===== config.mk =====
export PLATFORM = sky130hd
export DESIGN_NAME = tef_top
export DESIGN_NICKNAME = d
export VERILOG_FILES = /design/src/tef_pkg.sv /design/src/tef_top.sv
export SDC_FILE = /design/constraint.sdc
export NUM_CORES = 1
export LEC_CHECK = 0
export BUFFER_PORTS_ARGS = -buffer_cell sky130_fd_sc_hd__buf_4
export CAP_MARGIN = 20
export CORE_UTILIZATION = 51
export CTS_BUF_LIST = sky130_fd_sc_hd__clkbuf_4 sky130_fd_sc_hd__clkbuf_8 sky130_fd_sc_hd__clkbuf_16
export CTS_CLUSTER_DIAMETER = 60
export CTS_CLUSTER_SIZE = 40
export DETAILED_ROUTE_END_ITERATION = 7
export GPL_TIMING_DRIVEN = 0
export PLACE_DENSITY = 0.87
export SLEW_MARGIN = 5
export SYNTH_ARGS = -nofsm -noshare
export SYNTH_HDL_FRONTEND = slang
export SYNTH_SLANG_ARGS = --single-unit

===== constraint.sdc =====
create_clock -name mclk_i -period 2.15 [get_ports mclk_i]
set_clock_uncertainty 0.2 [all_clocks]
set_input_delay 0.1075 -clock mclk_i [delete_from_list [all_inputs] [get_ports mclk_i]]
set_output_delay 0.1075 -clock mclk_i [all_outputs]
set_load 0.1 [all_outputs]

===== src/tef_pkg.sv =====
// package: constants and carriers for the timer channel event flag block
package tef_pkg;

    // =====================================================================
    // geometry
    localparam int unsigned NUM_CH      = 5;
    localparam int unsigned DMA_CH_LAST = 3;

    // =====================================================================
    // register select codes on the 8-bit register port
    localparam logic [3:0] SEL_STATUS_CH0 = 4'h0;
    localparam logic [3:0] SEL_STATUS_CH4 = 4'h4;
    localparam logic [3:0] SEL_ENABLE_CH0 = 4'h8;
    localparam logic [3:0] SEL_ENABLE_CH4 = 4'hC;

    // =====================================================================
    // field layout and reset values
    localparam int unsigned BIT_WRAP  = 2;
    localparam int unsigned BIT_REG_B = 1;
    localparam int unsigned BIT_REG_A = 0;
    localparam logic [7:0] STATUS_RESET = 8'hF8;
    localparam logic [7:0] ENABLE_RESET = 8'hF8;
    localparam logic [7:0] RSVD_MASK    = 8'hF8;

    // =====================================================================
    // carriers
    typedef struct packed {
        logic wrap;
        logic reg_b;
        logic reg_a;
    } tef_flags_s;

    typedef struct packed {
        logic       cyc;
        logic       wr;
        logic [3:0] sel;
        logic [7:0] wdata;
    } tef_bus_req_s;

    typedef struct packed {
        logic count_up_wrap;
        logic count_down_wrap;
        logic reg_b_compare;
        logic reg_b_capture;
        logic reg_a_compare;
        logic reg_a_capture;
        logic reg_b_is_capture;
        logic reg_a_is_capture;
    } tef_event_s;

endpackage


===== src/tef_top.sv =====
// module: per-channel event status and interrupt enable registers of the timer
`timescale 1ns/100ps
module tef_top #(
    parameter int unsigned NCH = tef_pkg::NUM_CH
) (
    // clock and reset
    input  wire logic                      mclk_i,
    input  wire logic                      resetn_i,
    input  wire logic                      standby_i,
    // register port
    input  wire tef_pkg::tef_bus_req_s     bus_req_i,
    output logic [7:0]                     bus_rdata_o,
    // event strobes and mode from the counter logic
    input  wire tef_pkg::tef_event_s       event_i [NCH],
    input  wire logic                      phase_count_mode_flag_i,
    input  wire logic                      combo_mode_hi_i,
    input  wire logic                      combo_mode_lo_i,
    // dma transfer started by register A interrupt
    input  wire logic [NCH-1:0]            dma_ack_a_i,
    // interrupt requests
    output logic [NCH-1:0]                 wrap_irq_o,
    output logic [NCH-1:0]                 reg_b_irq_o,
    output logic [NCH-1:0]                 reg_a_irq_o
);

    // =====================================================================
    // state
    typedef struct packed {
        tef_pkg::tef_flags_s [NCH-1:0] flag;
        tef_pkg::tef_flags_s [NCH-1:0] armed;
        tef_pkg::tef_flags_s [NCH-1:0] en;
        logic [7:0]                    rdata;
    } tef_state_s;

    tef_state_s state_reg;
    tef_state_s state_next;
    logic [1:0] rst_sync_reg;
    logic       rst_n;

    // =====================================================================
    // reset release
    always_ff @(posedge mclk_i or negedge resetn_i) begin
        if (!resetn_i) begin
            rst_sync_reg <= 2'h0;
        end else begin
            rst_sync_reg <= {rst_sync_reg[0], 1'b1};
        end
    end
    assign rst_n = rst_sync_reg[1];

    // =====================================================================
    // helpers
    function automatic logic [7:0] pack_bits(input tef_pkg::tef_flags_s f);
        pack_bits = tef_pkg::RSVD_MASK | {5'h00, f.wrap, f.reg_b, f.reg_a};
    endfunction

    function automatic logic down_wrap_legal(input int unsigned ch, input logic pcm,
                                             input logic chi, input logic clo);
        down_wrap_legal = ((ch == 2) && pcm) || ((ch >= 3) && chi && !clo);
    endfunction

    function automatic logic bus_hit(input tef_pkg::tef_bus_req_s req, input logic [3:0] sel,
                                     input logic is_wr);
        bus_hit = req.cyc && (req.wr == is_wr) && (req.sel == sel);
    endfunction

    // =====================================================================
    // next state
    always_comb begin
        logic       wr_hit;
        logic       rd_hit;
        logic [7:0] wd;
        logic       set_w;
        logic       set_b;
        logic       set_a;
        logic       clr_w;
        logic       clr_b;
        logic       clr_a;
        wr_hit     = 1'b0;
        rd_hit     = 1'b0;
        wd         = bus_req_i.wdata;
        set_w      = 1'b0;
        set_b      = 1'b0;
        set_a      = 1'b0;
        clr_w      = 1'b0;
        clr_b      = 1'b0;
        clr_a      = 1'b0;
        state_next = state_reg;
        state_next.rdata = 8'h00;
        for (int unsigned c = 0; c < NCH; c++) begin
            // status register access
            wr_hit = bus_hit(bus_req_i, tef_pkg::SEL_STATUS_CH0 + 4'(c), 1'b1);
            rd_hit = bus_hit(bus_req_i, tef_pkg::SEL_STATUS_CH0 + 4'(c), 1'b0);
            if (rd_hit) begin
                state_next.rdata = pack_bits(state_reg.flag[c]);
                state_next.armed[c] = state_reg.flag[c];
            end
            clr_w = wr_hit && !wd[tef_pkg::BIT_WRAP] && state_reg.armed[c].wrap;
            clr_b = wr_hit && !wd[tef_pkg::BIT_REG_B] && state_reg.armed[c].reg_b;
            clr_a = wr_hit && !wd[tef_pkg::BIT_REG_A] && state_reg.armed[c].reg_a;
            if (c <= tef_pkg::DMA_CH_LAST) begin
                clr_a = clr_a || (dma_ack_a_i[c] && state_reg.flag[c].reg_a);
            end
            if (wr_hit) begin
                state_next.armed[c] = '0;
            end
            // event sources
            set_w = event_i[c].count_up_wrap
                || (event_i[c].count_down_wrap
                    && down_wrap_legal(c, phase_count_mode_flag_i, combo_mode_hi_i, combo_mode_lo_i));
            set_b = (event_i[c].reg_b_compare && !event_i[c].reg_b_is_capture)
                || (event_i[c].reg_b_capture && event_i[c].reg_b_is_capture);
            set_a = (event_i[c].reg_a_compare && !event_i[c].reg_a_is_capture)
                || (event_i[c].reg_a_capture && event_i[c].reg_a_is_capture);
            // set wins over clear
            state_next.flag[c].wrap  = set_w || (state_reg.flag[c].wrap && !clr_w);
            state_next.flag[c].reg_b = set_b || (state_reg.flag[c].reg_b && !clr_b);
            state_next.flag[c].reg_a = set_a || (state_reg.flag[c].reg_a && !clr_a);
            // enable register access
            wr_hit = bus_hit(bus_req_i, tef_pkg::SEL_ENABLE_CH0 + 4'(c), 1'b1);
            rd_hit = bus_hit(bus_req_i, tef_pkg::SEL_ENABLE_CH0 + 4'(c), 1'b0);
            if (wr_hit) begin
                state_next.en[c] = tef_pkg::tef_flags_s'(wd[2:0]);
            end
            if (rd_hit) begin
                state_next.rdata = pack_bits(state_reg.en[c]);
            end
        end
        if (standby_i) begin
            for (int unsigned c = 0; c < NCH; c++) begin
                state_next.flag[c]  = tef_pkg::tef_flags_s'(tef_pkg::STATUS_RESET[2:0]);
                state_next.armed[c] = '0;
                state_next.en[c]    = tef_pkg::tef_flags_s'(tef_pkg::ENABLE_RESET[2:0]);
            end
        end
    end

    // =====================================================================
    // registers
    always_ff @(posedge mclk_i or negedge rst_n) begin
        if (!rst_n) begin
            for (int unsigned c = 0; c < NCH; c++) begin
                state_reg.flag[c]  <= tef_pkg::tef_flags_s'(tef_pkg::STATUS_RESET[2:0]);
                state_reg.armed[c] <= '0;
                state_reg.en[c]    <= tef_pkg::tef_flags_s'(tef_pkg::ENABLE_RESET[2:0]);
            end
            state_reg.rdata <= 8'h00;
        end else begin
            state_reg <= state_next;
        end
    end

    // =====================================================================
    // outputs
    assign bus_rdata_o = state_reg.rdata;
    always_comb begin
        for (int unsigned c = 0; c < NCH; c++) begin
            wrap_irq_o[c]  = state_reg.flag[c].wrap  && state_reg.en[c].wrap;
            reg_b_irq_o[c] = state_reg.flag[c].reg_b && state_reg.en[c].reg_b;
            reg_a_irq_o[c] = state_reg.flag[c].reg_a && state_reg.en[c].reg_a;
        end
    end

endmodule


==> impl_metrics.ini <==
[global_route]
grt.busiest_layer = met2
grt_overflow_total = 0
grt.met3_usage_pct = 5.952
met1_usage_pct = 34.47
grt_pass1_vias = 2700
grt_max_degree = 26
grt_use_total_pct = 27.96
grt_pass1_wl_um = 12750
antenna_found_initial = 0
grt.met2_usage_pct = 48.84

[sta]
worstMarginPinSlew_ns = 0.6588
min_period_ns = 2.096
fmax_ghz = 0.4771
tns_ns = 0
rsz0062_at_grt = false
finalCritPeriodShare_pct = 97.48
hold_violations = 0
finalSetupViolations = 0
slew_headroom_pct = 56.08
maxSlewViolCount = 0

[worst_setup_path]
startpoint = event_i[35]
critPathLaunchType = input port
cp.required_ns = 2.14
end_kind = flip-flop
arrival_ns = 2.09
cp-endpoint = state_reg[38]
path_max_fanout = 1
r2r-end = state_reg[38]
critPathKind = input port to flip-flop
ff2ff_setup_slack_ns = 0.33
rr_startpoint = state_reg[23]
r2r_cells = 4

[logic_synthesis]
ys_seq_elements = 51
synth_top_family_by_area = simple AND/OR/NAND/NOR gates
synth.mux.area_fraction_pct = 13.00
synthXorXnorAreaFrac_pct = 0
async_flop_share_pct = 100.0
synthCells = 313
avgSynthCellArea_um2 = 9.166
synth_compound_area_share_pct = 13.56
syn_area_mm2 = 0.002869
synth_edf_count = 0
synthSimpleGateAreaFrac_pct = 21.72
synth_ff_type = dfrtp_1
synth_fa_ha_area_share_pct = 0
synth_cell_types = 41
synth_nets = 378
ys_seq_area_share_pct = 44.48
yosys_warnings = 0

[layout]
finalNetCount = 494
final_util_pct = 75.66
antenna-diode-count = 0
drive_gt1_share_pct = 24.42
nFillCells = 404
areaGrowthSynthToFinish_pct = 38.99
largest_reg_flops = 45
fin_cells = 500

[route]
wl_per_cell_um = 15.94
wirelength_um = 7972
via_per_inst = 5.602
route.detailed.drc = 0
dr.first_iter.drc_count = 216
via_count = 2801
ant_nets = 0
first_pass_iters = 5

[clock_network]
cts_setup_buffers = 0
cts_max_path_buffers = 2
post_cts_resized = 0
cts_made_buffers = 5
worstSkewPairLatency_ns = 0.30
postCtsHoldBufs = 35
cts_tree = yes
cts_sinks = 51
ctsHtreeMaxLevel = 2
cts-root-buf = clkbuf_8
cts.reportedPaths.clkPinSlew_ns = 0.10

[min_path]
hold_class = input port to flip-flop

[die]
die_area_mm2 = 0.005930
fp-row-count = 26
dieHeight_um = 77.01
start_util_pct = 54.44
ioPinCount = 88
die_w_um = 77.01
core_mm2 = 0.005270

[status]
status = completed

[power_and_ir_drop]
powerDensity_mw_per_mm2 = 512.7
peakVddDrop_v = 0.0003114
leakage_nw = 1.892

[place]
io_buffers = 73
place_congestion = 0.9355
dp.cells = 457
dpl.hpwl_um = 5402

[job]
maxCapViolations = 0
area by class of cell:
type / count / area (µm²) / share of cell area (%)
Clock buffer: 7 / 96.34 / 2.416
Buffer: 27 / 151.4 / 3.797
Multi-Input combinational cell: 221 / 1389 / 34.83
Clock inverter: 1 / 7.507 / 0.1883
Tap cell: 70 / 87.58 / 2.196
Timing Repair Buffer: 109 / 925.9 / 23.22
Sequential cell: 51 / 1277 / 32.04
Inverter: 14 / 52.55 / 1.318
cell usage in the layout, fill, tap and decap left out, types with 2 or more instances in the layout:
| cell type | instances |
|---|---|
| dfrtp_1 | 50 |
| clkbuf_1 | 11 |
| nor3b_1 | 2 |
| nand3_1 | 4 |
| and2_1 | 15 |
| nor2_1 | 21 |
| nand2b_1 | 15 |
| clkbuf_8 | 7 |
| nor3_1 | 16 |
| mux2i_1 | 35 |
| nor4_1 | 2 |
| nand4b_1 | 3 |
| nor4b_2 | 2 |
| inv_1 | 14 |
| dlygate4sd3_1 | 35 |
| nor2b_1 | 4 |
| o21ai_0 | 24 |
| a21oi_1 | 32 |
| o311ai_0 | 5 |
| nand2_1 | 23 |
| buf_4 | 83 |
| buf_2 | 3 |
critical path, stage by stage:
cell,delay [ns]
dlygate4sd3_1,0.54
buf_4,0.13
mux2i_1,0.10
dlygate4sd3_1,0.56
a21oi_1,0.07
dlygate4sd3_1,0.59
how the worst min path moves through the flow:
stage | slack, ns | to | start | depth (start not counted)
2_1_floorplan | -0.39 | rst_sync_reg[0] | resetn_i | 0
3_3_place_gp | -0.31 | rst_sync_reg[0] | resetn_i | 1
3_5_place_dp | -0.31 | rst_sync_reg[0] | resetn_i | 1
4_1_cts | 0.007 | state_reg[35] | bus_req_i[12] | 3
5_1_grt | 0.05 | bus_rdata_o[3] | bus_req_i[10] | 3
6_report | 0.01 | state_reg[35] | bus_req_i[12] | 3
through the flow:
step / worst slack [ns] / power (mW) / area [µm²] / hold slack [ns]
2_1_floorplan: 0.4252 / 1.233 / 2869 / -0.3881
3_3_place_gp: -0.05480 / 1.366 / 3505 / -0.3099
3_5_place_dp: 0.3849 / 1.381 / 3533 / -0.3087
4_1_cts: 0.09044 / 2.038 / 3988 / 0.007263
5_1_grt: 0.02798 / 2.115 / 3988 / 0.05064
6_report: 0.05409 / 2.045 / 3988 / 0.01136
per-layer routing:
layer  vias up  routed length [µm]  share of wire, %
met5         -                   0                 0
met2       144                4015                50
met1      1327                3182                40
li1       1314                   -                 -
met3        16                 651               8.2
met4         0                 121               1.5
synthesized netlist by cell type (2+ instances only):
cell / instances / share of area (%)
nor3b_1: 2 / 0.52
o21ai_0: 24 / 4.2
nor4_1: 2 / 0.44
nand3_1: 4 / 0.70
a21oi_1: 32 / 5.6
nand4b_1: 3 / 0.92
inv_1: 14 / 1.8
o311ai_0: 5 / 1.5
buf_2: 3 / 0.52
dfrtp_1: 51 / 44
nand2b_1: 15 / 3.3
nor2_1: 21 / 2.7
nor4b_2: 2 / 1.0
nor2b_1: 4 / 0.87
buf_4: 10 / 2.6
mux2i_1: 35 / 12
nor3_1: 16 / 2.8
nand2_1: 23 / 3.0
clkbuf_1: 11 / 1.4
and2_1: 15 / 3.3
cells by family (layout without fill, tap and decap cells):
group,after synthesis,in the layout
DFF,51,51
buffers and inverters,41,158
other,1,1
muxes,36,36
AOI/OAI and AO/OA,69,69
and+or+nand+nor,115,115
report_power, final:
group | total [mW] | internal [mW] | switching (mW)
registers | 1.03 | 0.988 | 0.0378
clock network | 0.619 | 0.293 | 0.326
logic | 0.400 | 0.195 | 0.205
total | 2.04 | 1.48 | 0.568
Power figures use the tool's default switching activity.
